<file path="config.mk">
export PLATFORM = sky130hd
export DESIGN_NAME = irsc_top
export DESIGN_NICKNAME = d
export VERILOG_FILES = /design/src/irsc_pkg.sv /design/src/irsc_conv_timer.sv /design/src/irsc_flags.sv /design/src/irsc_top.sv
export SDC_FILE = /design/constraint.sdc
export NUM_CORES = 1
export LEC_CHECK = 0
export BUFFER_PORTS_ARGS = -buffer_cell sky130_fd_sc_hd__clkbuf_2
export CORE_MARGIN = 5
export CORE_UTILIZATION = 55
export DETAILED_ROUTE_END_ITERATION = 8
export PLACE_DENSITY = 0.8
export SLEW_MARGIN = 25
export SYNTH_ARGS = -nofsm -noshare
export SYNTH_HDL_FRONTEND = slang
export SYNTH_SLANG_ARGS = --single-unit
</file>
<file path="constraint.sdc">
create_clock -name i_clk -period 21.7 [get_ports i_clk]
set_input_delay 4.34 -clock i_clk [delete_from_list [all_inputs] [get_ports i_clk]]
set_output_delay 4.34 -clock i_clk [all_outputs]
set_load 0.1 [all_outputs]
</file>
<file path="src/irsc_pkg.sv">
// Functional notes
// - Configuration write restarts conversion unless powering down
// - Reset bit write resets everything, self-clears
// - Run bit: 0 power-down, 1 converting
// - Rate code selects averages per result
// - Rate code selects conversion period and idle
// - Enabled alert pin follows cumulative flag, active low
// - Alert enable shared by configuration and mask
// - Cumulative flag ORs enabled flags, mode-dependent clear
// - Transient correction enable bit
// - Mode bit picks latched or compare flags
// - Object result 14-bit signed in bits 15:2
// - Invalid bit follows math engine each conversion
// - Latched limit, invalid and over-range flags clear only on status read
// - Compare flags re-evaluated every conversion end
// - Conversion ready always latched, three clear causes
// - Object high flag on result above limit
// - Object low flag; zero in compare mode
// - Die high flag; compare clears when die drops below object low limit
// - Die low flag; zero in compare mode
// - Data invalid flag on math error/voltage range
// - Memory check flag clears on clean check
// - Sensor over range flag
package irsc_pkg;
	localparam int unsigned CLK_HZ     = 125_000_000;
	localparam int unsigned CYC_PER_MS = CLK_HZ / 1000;

	localparam logic [7:0] ADDR_VSENSOR = 8'h00;
	localparam logic [7:0] ADDR_TDIE    = 8'h01;
	localparam logic [7:0] ADDR_CFG     = 8'h02;
	localparam logic [7:0] ADDR_OBJECT_TEMPERATURE_RESULT    = 8'h03;
	localparam logic [7:0] ADDR_STATUS  = 8'h04;
	localparam logic [7:0] ADDR_MASK    = 8'h05;

	localparam logic [15:0] CFG_RST_VAL  = 16'h1440;
	localparam int          CFG_RST_BIT  = 15;
	localparam int          CFG_RUN_BIT  = 12;
	localparam int          CFG_RATE_LSB = 9;
	localparam int          CFG_AEN_BIT  = 8;
	localparam int          CFG_TC_BIT   = 6;
	localparam int          CFG_COMP_BIT = 5;
	localparam int          MASK_AEN_BIT = 15;
	localparam int          MASK_EN_LSB  = 8;

	typedef struct packed {
		logic [15:0] vsensor;
		logic [13:0] tdie;
		logic [13:0] object_temperature_result;
		logic        math_invalid;
		logic        sensor_ovr;
	} irsc_sample_s;

	typedef struct packed {
		logic [9:0] obj_hi;
		logic [9:0] obj_lo;
		logic [9:0] die_hi;
		logic [9:0] die_lo;
	} irsc_limits_s;

	typedef struct packed {
		logic obj_hi;
		logic obj_lo;
		logic die_hi;
		logic die_lo;
		logic die_below_obj_lo;
		logic invalid;
		logic over_range;
	} irsc_hits_s;

	// Order matches status bits 14 down to 7
	typedef struct packed {
		logic conversion_done_flag;
		logic object_high_flag;
		logic object_low_flag;
		logic die_high_flag;
		logic die_low_flag;
		logic data_invalid_flag;
		logic memory_check_failed_flag;
		logic sensor_over_range_flag;
	} irsc_flags_s;

	function automatic logic [4:0] avg_of(input logic [2:0] rate);
		case (rate)
			3'h0, 3'h5: avg_of = 5'h01;
			3'h1, 3'h6: avg_of = 5'h02;
			3'h3:       avg_of = 5'h08;
			3'h4:       avg_of = 5'h10;
			default:    avg_of = 5'h04;
		endcase
	endfunction

	// Periods and idle shares in ms
	function automatic logic [31:0] period_ms(input logic [2:0] rate);
		case (rate)
			3'h0:       period_ms = 32'd260;
			3'h1:       period_ms = 32'd510;
			3'h2:       period_ms = 32'd1010;
			3'h3:       period_ms = 32'd2010;
			3'h4:       period_ms = 32'd4010;
			3'h5:       period_ms = 32'd1000;
			default:    period_ms = 32'd4000;
		endcase
	endfunction

	function automatic logic [31:0] idle_ms(input logic [2:0] rate);
		case (rate)
			3'h5:       idle_ms = 32'd750;
			3'h6:       idle_ms = 32'd3500;
			3'h7:       idle_ms = 32'd3000;
			default:    idle_ms = 32'd0;
		endcase
	endfunction
endpackage

</file>
<file path="src/irsc_conv_timer.sv">
module irsc_conv_timer #(
	parameter int unsigned CYC_PER_MS = irsc_pkg::CYC_PER_MS
) (
	input  wire logic       i_clk,
	input  wire logic       i_rst,
	input  wire logic       i_sw_rst,
	input  wire logic       i_run,
	input  wire logic       i_restart,
	input  wire logic [2:0] i_rate,
	output logic            o_done,
	output logic            o_busy
);
	import irsc_pkg::*;

	typedef enum logic [1:0] {
		ST_OFF  = 2'b00,
		ST_CONV = 2'b01,
		ST_REST = 2'b10
	} irsc_tstate_e;

	irsc_tstate_e state_reg, state_next;
	logic [31:0]  cnt_reg, cnt_next;
	logic         done_next;

	wire logic [31:0] active_cyc = (period_ms(i_rate) - idle_ms(i_rate)) * CYC_PER_MS;
	wire logic [31:0] idle_cyc   = idle_ms(i_rate) * CYC_PER_MS;
	wire logic        has_idle   = (idle_cyc != 32'h0);

	always_comb begin
		state_next = state_reg;
		cnt_next   = cnt_reg + 32'h1;
		done_next  = 1'b0;
		case (state_reg)
			ST_OFF: begin
				cnt_next = 32'h0;
				if (i_run) state_next = ST_CONV;
			end
			ST_CONV: begin
				if (cnt_reg >= active_cyc - 32'h1) begin
					done_next  = 1'b1;
					cnt_next   = 32'h0;
					state_next = has_idle ? ST_REST : ST_CONV;
				end
			end
			ST_REST: begin
				if (cnt_reg >= idle_cyc - 32'h1) begin
					cnt_next   = 32'h0;
					state_next = ST_CONV;
				end
			end
			default: begin
				cnt_next   = 32'h0;
				state_next = ST_OFF;
			end
		endcase
		if (!i_run) begin
			state_next = ST_OFF;
			cnt_next   = 32'h0;
			done_next  = 1'b0;
		end else if (i_restart) begin
			state_next = ST_CONV;
			cnt_next   = 32'h0;
			done_next  = 1'b0;
		end
	end

	always_ff @(posedge i_clk or posedge i_rst) begin
		if (i_rst) begin
			state_reg <= ST_OFF;
			cnt_reg   <= 32'h0;
			o_done    <= 1'b0;
			o_busy    <= 1'b0;
		end else if (i_sw_rst) begin
			state_reg <= ST_OFF;
			cnt_reg   <= 32'h0;
			o_done    <= 1'b0;
			o_busy    <= 1'b0;
		end else begin
			state_reg <= state_next;
			cnt_reg   <= cnt_next;
			o_done    <= done_next;
			o_busy    <= (state_next == ST_CONV);
		end
	end
endmodule // irsc_conv_timer

</file>
<file path="src/irsc_flags.sv">
module irsc_flags (
	input  wire logic                 i_clk,
	input  wire logic                 i_rst,
	input  wire logic                 i_sw_rst,
	input  wire logic                 i_eval,
	input  wire logic                 i_comp,
	input  wire logic                 i_status_rd,
	input  wire logic                 i_cfg_wr,
	input  wire logic                 i_result_rd,
	input  wire irsc_pkg::irsc_hits_s i_hits,
	input  wire logic                 i_mem_done,
	input  wire logic                 i_mem_fail,
	input  wire logic [7:0]           i_en,
	output irsc_pkg::irsc_flags_s     o_flags,
	output logic                      o_cumulative_alert_flag
);
	import irsc_pkg::*;

	irsc_flags_s nx;

	// Latched: set by violation, kept until read; compare: follows result
	function automatic logic upd(input logic f, input logic hit, input logic ev, input logic cmp,
	                             input logic rd);
		upd = cmp ? (ev ? hit : f) : ((ev & hit) | (f & ~rd));
	endfunction

	wire logic lh_cmp = i_eval ? (i_hits.die_hi | (o_flags.die_high_flag & ~i_hits.die_below_obj_lo))
	                           : o_flags.die_high_flag;

	always_comb begin
		nx.conversion_done_flag = i_eval
		                        | (o_flags.conversion_done_flag & ~(i_status_rd | i_cfg_wr | i_result_rd));
		nx.object_high_flag  = upd(o_flags.object_high_flag, i_hits.obj_hi, i_eval, i_comp, i_status_rd);
		nx.object_low_flag   = i_comp ? 1'b0
		                     : upd(o_flags.object_low_flag, i_hits.obj_lo, i_eval, 1'b0, i_status_rd);
		nx.die_high_flag     = i_comp ? lh_cmp
		                     : upd(o_flags.die_high_flag, i_hits.die_hi, i_eval, 1'b0, i_status_rd);
		nx.die_low_flag      = i_comp ? 1'b0
		                     : upd(o_flags.die_low_flag, i_hits.die_lo, i_eval, 1'b0, i_status_rd);
		nx.data_invalid_flag = upd(o_flags.data_invalid_flag, i_hits.invalid | i_hits.over_range,
		                           i_eval, i_comp, i_status_rd);
		nx.memory_check_failed_flag = i_mem_done ? i_mem_fail : o_flags.memory_check_failed_flag;
		nx.sensor_over_range_flag = upd(o_flags.sensor_over_range_flag, i_hits.over_range,
		                                i_eval, i_comp, i_status_rd);
	end

	// Over-range shares the invalid flag's enable
	wire logic [7:0] en_vec  = i_en;
	wire logic       any_en  = |(en_vec & nx);
	wire logic       alrt_nx = i_comp ? (i_eval ? any_en : (o_cumulative_alert_flag | any_en))
	                                  : (any_en | (o_cumulative_alert_flag & ~i_status_rd));

	always_ff @(posedge i_clk or posedge i_rst) begin
		if (i_rst) begin
			o_flags <= '0;
			o_cumulative_alert_flag <= 1'b0;
		end else if (i_sw_rst) begin
			o_flags <= '0;
			o_cumulative_alert_flag <= 1'b0;
		end else begin
			o_flags <= nx;
			o_cumulative_alert_flag <= alrt_nx;
		end
	end
endmodule // irsc_flags

</file>
<file path="src/irsc_top.sv">
module irsc_top #(
	parameter int unsigned CYC_PER_MS = irsc_pkg::CYC_PER_MS
) (
	input  wire logic                   i_clk,
	input  wire logic                   i_rst,
	input  wire logic                   i_reg_wr,
	input  wire logic                   i_reg_rd,
	input  wire logic [7:0]             i_reg_addr,
	input  wire logic [15:0]            i_reg_wdata,
	input  wire irsc_pkg::irsc_sample_s i_sample,
	input  wire irsc_pkg::irsc_limits_s i_limits,
	input  wire logic                   i_mem_check_done,
	input  wire logic                   i_mem_check_fail,
	output logic [15:0]                 o_reg_rdata,
	output logic                        o_reg_rvalid,
	output logic                        o_alert_n,
	output logic                        o_converting,
	output logic                        o_conv_restart,
	output logic [4:0]                  o_avg_count,
	output logic                        o_transient_corr
);
	import irsc_pkg::*;

	// Configuration fields
	logic       run_reg;
	logic [2:0] rate_reg;
	logic       tc_reg;
	logic       comp_reg;
	logic       alert_en_reg;
	logic [6:0] mask_en_reg;

	irsc_sample_s sample_reg;
	logic         eval_reg;
	irsc_flags_s  flags;
	logic         cumulative_alert_flag;
	logic         conv_done;

	// Register access decode
	wire logic cfg_wr    = i_reg_wr & (i_reg_addr == ADDR_CFG);
	wire logic mask_wr   = i_reg_wr & (i_reg_addr == ADDR_MASK);
	wire logic status_rd = i_reg_rd & (i_reg_addr == ADDR_STATUS);
	wire logic result_rd = i_reg_rd & ((i_reg_addr == ADDR_VSENSOR) | (i_reg_addr == ADDR_TDIE)
	                                 | (i_reg_addr == ADDR_OBJECT_TEMPERATURE_RESULT));
	wire logic sw_rst    = cfg_wr & i_reg_wdata[CFG_RST_BIT];
	// Power-down writes raise no restart; the timer clears its counter once run drops
	wire logic restart   = cfg_wr & ~sw_rst & i_reg_wdata[CFG_RUN_BIT];

	wire logic [2:0] wr_rate = i_reg_wdata[CFG_RATE_LSB +: 3];

	wire logic alert_en_next = cfg_wr  ? i_reg_wdata[CFG_AEN_BIT]
	                         : mask_wr ? i_reg_wdata[MASK_AEN_BIT] : alert_en_reg;

	always_ff @(posedge i_clk or posedge i_rst) begin
		if (i_rst) begin
			run_reg      <= CFG_RST_VAL[CFG_RUN_BIT];
			rate_reg     <= CFG_RST_VAL[CFG_RATE_LSB +: 3];
			tc_reg       <= CFG_RST_VAL[CFG_TC_BIT];
			comp_reg     <= CFG_RST_VAL[CFG_COMP_BIT];
			alert_en_reg <= CFG_RST_VAL[CFG_AEN_BIT];
			mask_en_reg  <= 7'h00;
		end else if (sw_rst) begin
			run_reg      <= CFG_RST_VAL[CFG_RUN_BIT];
			rate_reg     <= CFG_RST_VAL[CFG_RATE_LSB +: 3];
			tc_reg       <= CFG_RST_VAL[CFG_TC_BIT];
			comp_reg     <= CFG_RST_VAL[CFG_COMP_BIT];
			alert_en_reg <= CFG_RST_VAL[CFG_AEN_BIT];
			mask_en_reg  <= 7'h00;
		end else begin
			alert_en_reg <= alert_en_next;
			if (cfg_wr) begin
				run_reg  <= i_reg_wdata[CFG_RUN_BIT];
				rate_reg <= wr_rate;
				tc_reg   <= i_reg_wdata[CFG_TC_BIT];
				comp_reg <= i_reg_wdata[CFG_COMP_BIT];
			end
			if (mask_wr) begin
				mask_en_reg <= i_reg_wdata[MASK_EN_LSB +: 7];
			end
		end
	end

	irsc_conv_timer #(
		.CYC_PER_MS (CYC_PER_MS)
	) u_timer (
		.i_clk     (i_clk),
		.i_rst     (i_rst),
		.i_sw_rst  (sw_rst),
		.i_run     (run_reg),
		.i_restart (restart),
		.i_rate    (rate_reg),
		.o_done    (conv_done),
		.o_busy    (o_converting)
	);

	// Results land first; flags look one cycle later
	always_ff @(posedge i_clk or posedge i_rst) begin
		if (i_rst) begin
			sample_reg <= '0;
			eval_reg   <= 1'b0;
		end else if (sw_rst) begin
			sample_reg <= '0;
			eval_reg   <= 1'b0;
		end else begin
			eval_reg <= conv_done;
			if (conv_done) begin
				sample_reg <= i_sample;
			end
		end
	end

	// Limits are 0.5 C steps; results 1/32 C, so align by four bits
	function automatic logic [13:0] lim14(input logic [9:0] lim);
		lim14 = {lim, 4'h0};
	endfunction

	irsc_hits_s hits;
	assign hits.obj_hi           = $signed(sample_reg.object_temperature_result) > $signed(lim14(i_limits.obj_hi));
	assign hits.obj_lo           = $signed(sample_reg.object_temperature_result) < $signed(lim14(i_limits.obj_lo));
	assign hits.die_hi           = $signed(sample_reg.tdie) > $signed(lim14(i_limits.die_hi));
	assign hits.die_lo           = $signed(sample_reg.tdie) < $signed(lim14(i_limits.die_lo));
	assign hits.die_below_obj_lo = $signed(sample_reg.tdie) < $signed(lim14(i_limits.obj_lo));
	assign hits.invalid          = sample_reg.math_invalid;
	assign hits.over_range       = sample_reg.sensor_ovr;

	// Low-limit enables read as zero in compare mode
	wire logic [6:0] en_eff = {mask_en_reg[6:5], mask_en_reg[4] & ~comp_reg, mask_en_reg[3],
	                           mask_en_reg[2] & ~comp_reg, mask_en_reg[1:0]};

	irsc_flags u_flags (
		.i_clk       (i_clk),
		.i_rst       (i_rst),
		.i_sw_rst    (sw_rst),
		.i_eval      (eval_reg),
		.i_comp      (comp_reg),
		.i_status_rd (status_rd),
		.i_cfg_wr    (cfg_wr),
		.i_result_rd (result_rd),
		.i_hits      (hits),
		.i_mem_done  (i_mem_check_done),
		.i_mem_fail  (i_mem_check_fail),
		.i_en        ({en_eff, en_eff[1]}),
		.o_flags     (flags),
		.o_cumulative_alert_flag     (cumulative_alert_flag)
	);

	// Read words
	wire logic [15:0] cfg_word = {3'h0, run_reg, rate_reg, alert_en_reg, cumulative_alert_flag, tc_reg, comp_reg, 5'h00};
	wire logic [15:0] status_word = {cumulative_alert_flag, flags, 7'h00};
	wire logic [15:0] mask_word = {alert_en_reg, en_eff, 8'h00};
	wire logic [15:0] object_temperature_result_word = {sample_reg.object_temperature_result, 1'b0, sample_reg.math_invalid};
	wire logic [15:0] tdie_word = {sample_reg.tdie, 2'h0};

	wire logic [15:0] rd_mux = (i_reg_addr == ADDR_VSENSOR) ? sample_reg.vsensor
	                         : (i_reg_addr == ADDR_TDIE)    ? tdie_word
	                         : (i_reg_addr == ADDR_CFG)     ? cfg_word
	                         : (i_reg_addr == ADDR_OBJECT_TEMPERATURE_RESULT)    ? object_temperature_result_word
	                         : (i_reg_addr == ADDR_STATUS)  ? status_word
	                         : (i_reg_addr == ADDR_MASK)    ? mask_word
	                         : 16'h0000;

	always_ff @(posedge i_clk or posedge i_rst) begin
		if (i_rst) begin
			o_reg_rdata      <= 16'h0000;
			o_reg_rvalid     <= 1'b0;
			o_alert_n        <= 1'b1;
			o_conv_restart   <= 1'b0;
			o_avg_count      <= avg_of(CFG_RST_VAL[CFG_RATE_LSB +: 3]);
			o_transient_corr <= CFG_RST_VAL[CFG_TC_BIT];
		end else begin
			o_reg_rvalid     <= i_reg_rd;
			if (i_reg_rd) begin
				o_reg_rdata <= rd_mux;
			end
			o_alert_n        <= ~(alert_en_reg & cumulative_alert_flag);
			o_conv_restart   <= restart | sw_rst;
			o_avg_count      <= avg_of(rate_reg);
			o_transient_corr <= tc_reg;
		end
	end
endmodule // irsc_top

</file>
Yosys cells after proc, flatten, opt, wreduce, memory -nomap -nowiden --
Cells that the tools add are included.
Word-level totals: flip-flop bits (word level) 131, bits of input ports 116, output and inout bits 26, logic and storage cells 177
Operators by class: add/sub/neg operators 4, multipliers 2, order comparisons 7, eq/ne operators 15, multiplexer cells 59, bitwise gates (word level) 48, reduce and logical (&&, ||, !) cells 11
Operators by type and width (number):
- 32-bit two-way mux | 5
- 16-bit two-way mux | 6
- 46-bit two-way mux | 2
- 12-bit one-hot mux with 6 select lines | 1
- 32-bit >= comparator | 2
- 32-bit one-hot mux with 2 select lines | 1
- 32-bit by 1-bit subtractor with 32-bit output (second input constant) | 2
- 14-bit less-than comparator | 3
- 12-bit one-hot mux with 3 select lines | 1
- 32-bit by 1-bit adder with 32-bit output (second input constant) | 1
- 32-bit by 14-bit multiplier with 29-bit output (second input constant) | 1
- 32-bit nonzero test | 1
- 1-bit two-way mux | 30
- 14-bit greater-than comparator | 2
- 12-bit by 14-bit multiplier with 26-bit output (second input constant) | 1
- 1-bit bitwise AND | 25
- 5-bit one-hot mux with 4 select lines | 1
- 8-bit by 2-bit == test with 1-bit output (second input constant) | 2
- 8-bit by 3-bit == test with 1-bit output (second input constant) | 2
- 1-bit OR | 16
- 7-bit two-way mux | 2
- 12-bit by 12-bit subtractor with 13-bit output | 1
- 3-bit == test (second input constant) | 4
- 2-bit two-way mux | 6
- 17 further kinds | 28

Logic depth before layout (Yosys ltp) --
depth in word-level cells 14, mapped depth 49, gate-level depth less buffers 43

Hierarchy --
Synthesis repeated with hierarchy kept, for this count alone.
Unflattened totals: cell total of the unflattened synthesis 1796, area total of the unflattened synthesis 15715.1 um^2
Modules (own cells, without submodules):
- irsc_conv_timer | instances 1, cells each 1197, area each 9927.0 um^2, sequential area each 900.9 um^2
- irsc_top | instances 1, cells each 545, area each 5280.1 um^2, sequential area each 2159.6 um^2
- irsc_flags | instances 1, cells each 54, area each 508.0 um^2, sequential area each 225.2 um^2

Least setup slack after synthesis --
No wires, ideal clock.
kind register to register, start register rate_reg[1], end register u_timer.cnt_reg[10], setup time 0.072 ns, arrival time 11.177 ns, data required time 21.628 ns, slack 10.450 ns, stages on the path, launching flop included 46, buffers on the path 6, clock period less this slack 11.250 ns, cells stage by stage dfstp_2 -> buf_2 -> nand2b_1 -> clkbuf_1 -> nor2_1 -> inv_1 -> ha_1 -> clkbuf_1 -> nor3_1 -> inv_1 -> ha_1 -> o31ai_1 -> nand2b_1 -> a21o_1 -> inv_1 -> ha_1 -> inv_1 -> fa_1 -> [... 10 more ...] -> or4_1 -> o211ai_1 -> xor2_1 -> nand4bb_4 -> xor2_1 -> ha_1 -> a21o_1 -> a21o_1 -> a21oi_1 -> nor2b_1 -> o21ai_0 -> nand2_1 -> a21oi_1 -> a22oi_1 -> or3b_2 -> clkbuf_1 -> clkbuf_1 -> nor2_1
On the way: cells in the longest elaborated chain, start to end 11, elaborated cells on any way between the ends 23, those cells by class add/sub: 3; mul: 2; order compare: 2; eq/ne: 7; mux: 8; reduce/logical: 1
RTL lines:
- start, declared | RTL line irsc_top.sv:26 | logic [2:0] rate_reg;
- start signal, assigned | RTL line irsc_top.sv:56 | rate_reg <= CFG_RST_VAL[CFG_RATE_LSB +: 3];
- start signal, assigned | RTL line irsc_top.sv:63 | rate_reg <= CFG_RST_VAL[CFG_RATE_LSB +: 3];
- start signal, assigned | RTL line irsc_top.sv:72 | rate_reg <= wr_rate;
- 3-bit == test (tied with other cells) | RTL line irsc_pkg.sv:94, irsc_pkg.sv:106
- 12-bit one-hot mux with 6 select lines / 12-bit one-hot mux with 3 select lines (equally long branches) | RTL line irsc_pkg.sv:94, irsc_pkg.sv:106
- 12-bit by 12-bit subtractor with 13-bit output | RTL line irsc_conv_timer.sv:25 | wire logic [31:0] active_cyc = (period_ms(i_rate) - idle_ms(i_rate)) * CYC_PER_MS;
- 32-bit by 14-bit multiplier with 29-bit output | RTL line irsc_conv_timer.sv:25
- 32-bit by 1-bit subtractor with 32-bit output | RTL line irsc_conv_timer.sv:39 | if (cnt_reg >= active_cyc - 32'h1) begin
- 32-bit >= comparator | RTL line irsc_conv_timer.sv:39
- 32-bit two-way mux | RTL line irsc_conv_timer.sv:39
- 32-bit one-hot mux with 2 select lines (*) | RTL line irsc_conv_timer.sv:33 | case (state_reg)
- 32-bit two-way mux (*) | RTL line irsc_conv_timer.sv:60 | end else if (i_restart) begin
- 32-bit two-way mux (*) | RTL line irsc_conv_timer.sv:56 | if (!i_run) begin
- 32-bit two-way mux (*) | RTL line irsc_conv_timer.sv:73 | end else if (i_sw_rst) begin
- end signal, assigned | RTL line irsc_conv_timer.sv:80 | cnt_reg <= cnt_next;
- end, declared | RTL line irsc_conv_timer.sv:22 | logic [31:0] cnt_reg, cnt_next;
Every way passes the cells marked *; elsewhere a longest branch is shown, timed or not. A chain may end at the register's enable or synchronous reset.

Final worst setup path --
start register rate_reg[1], end register u_timer.cnt_reg[31]
Same word-level chain as after synthesis.

==> run metrics <==
Ys Warns 0; clock latency on the worst-skew pair 0.44 ns; Vias 13.5k; DP HPWL 33.2 mm; relative slew slack 25.5%; Ports 142; fin nets 2251; Die ar. 31100 um^2; first-pass GRT wire length 68.1 mm; initial core utilization 55.3%; Pre-Repair DR Iteration Count 5; pin count of the biggest net entering global routing 72; Post-Synth XOR/XNOR Area 7.81%; Total Wirelength 42.8 mm; CP peak stage delay 0.82 ns; Synth Flop Type dfrtp_1; Post-Synthesis Cell Area 15200 um^2; die height 176 um; dpl cells 2203; drt via density 6.02; Final period util 60.7%; share of cells above drive strength 1 13.1%; Synth Area in Compound Gates 15.7%; TritonCTS Sinks 131; max reg flops 32; FF-to-FF path depth 40; Post-DRT Antenna Nets 0; synthesis-to-layout area growth 10.8%; Residual DRC 0; RSZ-0062 raised after global routing false; Max Freq 0.0759 GHz; Critical Path RT 22.05 ns; HP Class flip-flop to flip-flop; sequential-to-total area share from yosys stat 21.6%; Core ar. 27600 um^2; largest family of logic cells by synthesized area adder cells; overall routing resource usage 27.1%; worst hold path depth 0; antenna violations before repair 2; Setup Fix Bufs, Post-CTS 0; measured slew at the worst slew-check pin 1.10 ns; Final TNS setup 0 ns; final hold viol count 0; clock skew 0.0156 ns; Mapped Cells 1741; Iteration-0 DRC Markers 1189; post-synthesis mux area share 5.21%; area share of and/or/nand/nor cells after synthesis 16.9%; flops & latches, synth 131; RePlAce Congestion 0.966; CP Depth 40; Synth Area per Inst 8.75 um^2; worst-case clock buffer depth 2; Crit path buffers/inverters 8; fin cells 2237; H-tree level count 4; Die W 176 um; PostCTS Resize Cnt 0; PortBufs 135; DR WL/cell 19.1 um; final slew viol count 0; FFs w/ async S/R, synth 100%; hold buffer count at CTS 0; Max-cap violations 0; clock buffer count from CTS 17; Reg clk slew, reported paths 0.06 ns; startpoint types flip-flop; CP max FO 32; final setup fails 0; area share of fa/ha/maj cells after synthesis 26.5%; Final Critical Period 13.18 ns; slowest CP cell dfstp_2; Worst Setup Path Type flip-flop to flip-flop; root buffer cell clkbuf_16; CTS tree built; post-synth cell types 94; standard-cell rows 61; Post-synth EDFFs 0; crit path capture type flip-flop; global route overflow 0; Data arrival, critical path 13.52 ns; status finished, final reports clean; number of global-route vias before repair 13.1k; Worst path top cell family by delay adder cells
cells in the mapped netlist, types with 6 or more instances:
library cell / instances / area (um^2)
ha_1: 241 / 3020
inv_1: 178 / 668
nor2_1: 175 / 657
dfrtp_1: 125 / 3130
nand2_1: 102 / 383
xnor2_1: 88 / 771
a21oi_1: 71 / 355
o21ai_0: 67 / 335
a21o_1: 66 / 495
clkbuf_1: 54 / 203
mux2i_1: 52 / 521
fa_1: 50 / 1000
xor2_1: 46 / 403
nand3_1: 38 / 190
nor3_1: 28 / 140
nand4_1: 26 / 163
o21a_1: 26 / 195
and2_1: 22 / 138
nor2b_1: 21 / 131
nand2b_1: 20 / 125
mux2_2: 17 / 191
and3_1: 16 / 100
a32oi_1: 10 / 87.6
a211oi_1: 9 / 67.6
nor4_1: 9 / 56.3
o21bai_1: 8 / 60.1
a31oi_1: 7 / 43.8
and4_1: 7 / 61.3
o22ai_1: 7 / 43.8
or2_2: 7 / 43.8
dfstp_2: 6 / 158
or3_1: 6 / 37.5
worst reg2reg max path, delay by kind of cell (launching register included):
family	cells	cell delay (ns)
AOI/OAI and AO/OA	10	2.81
DFF	1	0.82
xor gates and xnor gates	4	1.19
buffers and inverters	8	1.79
and+or+nand+nor	9	3.03
adders and majority gates	9	3.46
per-stage QoR:
step | hold WS, ns | utilization (%) | worst slack, ns | instance area (um^2)
2_1_floorplan | 0.359 | - | 10.45 | 15200
3_3_place_gp | 0.398 | 58.9 | 8.95 | 16200
3_5_place_dp | 0.397 | 58.9 | 8.72 | 16200
4_1_cts | 0.399 | 61.2 | 8.64 | 16900
5_1_grt | 0.403 | 61.2 | 7.85 | 16900
6_report | 0.405 | 61.2 | 8.52 | 16900
per-layer routing:
| layer | track usage [%] | part of all wire, % | wire length (um) | vias to the layer above |
|---|---|---|---|---|
| li1 | - | - | - | 6279 |
| met1 | 37.9 | 43 | 18500 | 6569 |
| met2 | 43.1 | 47 | 20000 | 519 |
| met3 | 3.66 | 6.8 | 2920 | 107 |
| met4 | 9.90 | 3.4 | 1440 | 0 |
| met5 | 0 | 0 | 0 | - |
final timing paths:
check / startpoint / end / slack, ns
worst min register to register: tc_reg$_DFFE_PP1P_ / o_transient_corr$_DFF_PP1_ / 0.40
worst max-delay path: rate_reg[1]$_DFFE_PP1P_ / u_timer.cnt_reg[31]$_DFF_PP0_ / 8.52
max in group asynchronous: i_rst / u_timer.o_done$_DFF_PP0_ / 16.33
worst max register to register: rate_reg[1]$_DFFE_PP1P_ / u_timer.cnt_reg[31]$_DFF_PP0_ / 8.52
worst min-delay path: tc_reg$_DFFE_PP1P_ / o_transient_corr$_DFF_PP1_ / 0.40
min in group asynchronous: i_rst / o_reg_rdata[4]$_DFFE_PP0P_ / 3.95
kinds of logic after synthesis:
family                     after synthesis
adders and majority gates              293
AOI/OAI and AO/OA                      346
and+or+nand+nor                        513
other                                    2
xor gates and xnor gates               135
DFF                                    131
muxes                                   73
buffers and inverters                  248
area by class of cell:
type	instances	area, um^2
inverter	182	688
sequential	131	3290
clock inverter	13	198
multi-input combinational	1365	11000
clock buffer	19	443
tap	378	473
antenna	2	5.00
timing repair buffer	147	766
fill	2321	10700
cells in the final DEF, fill, tap and decap left out, types with 10 or more instances in the layout:
cell type	n
nand3_1	38
mux2i_1	52
mux2_2	17
o21ai_0	67
and2_1	21
and3_1	16
o21a_1	26
clkbuf_2	135
a21oi_1	71
buf_4	12
xnor2_1	88
nand2b_1	20
nand2_1	102
nor2b_1	21
dfrtp_1	124
nand4_1	26
clkbuf_16	17
inv_1	177
a21o_1	66
nor3_1	28
fa_1	50
xor2_1	46
a32oi_1	10
ha_1	241
nor2_1	175
Power is left out: the tool's default activity adds up to more than one toggle a clock period on the data nets, which glitch-free logic cannot reach.
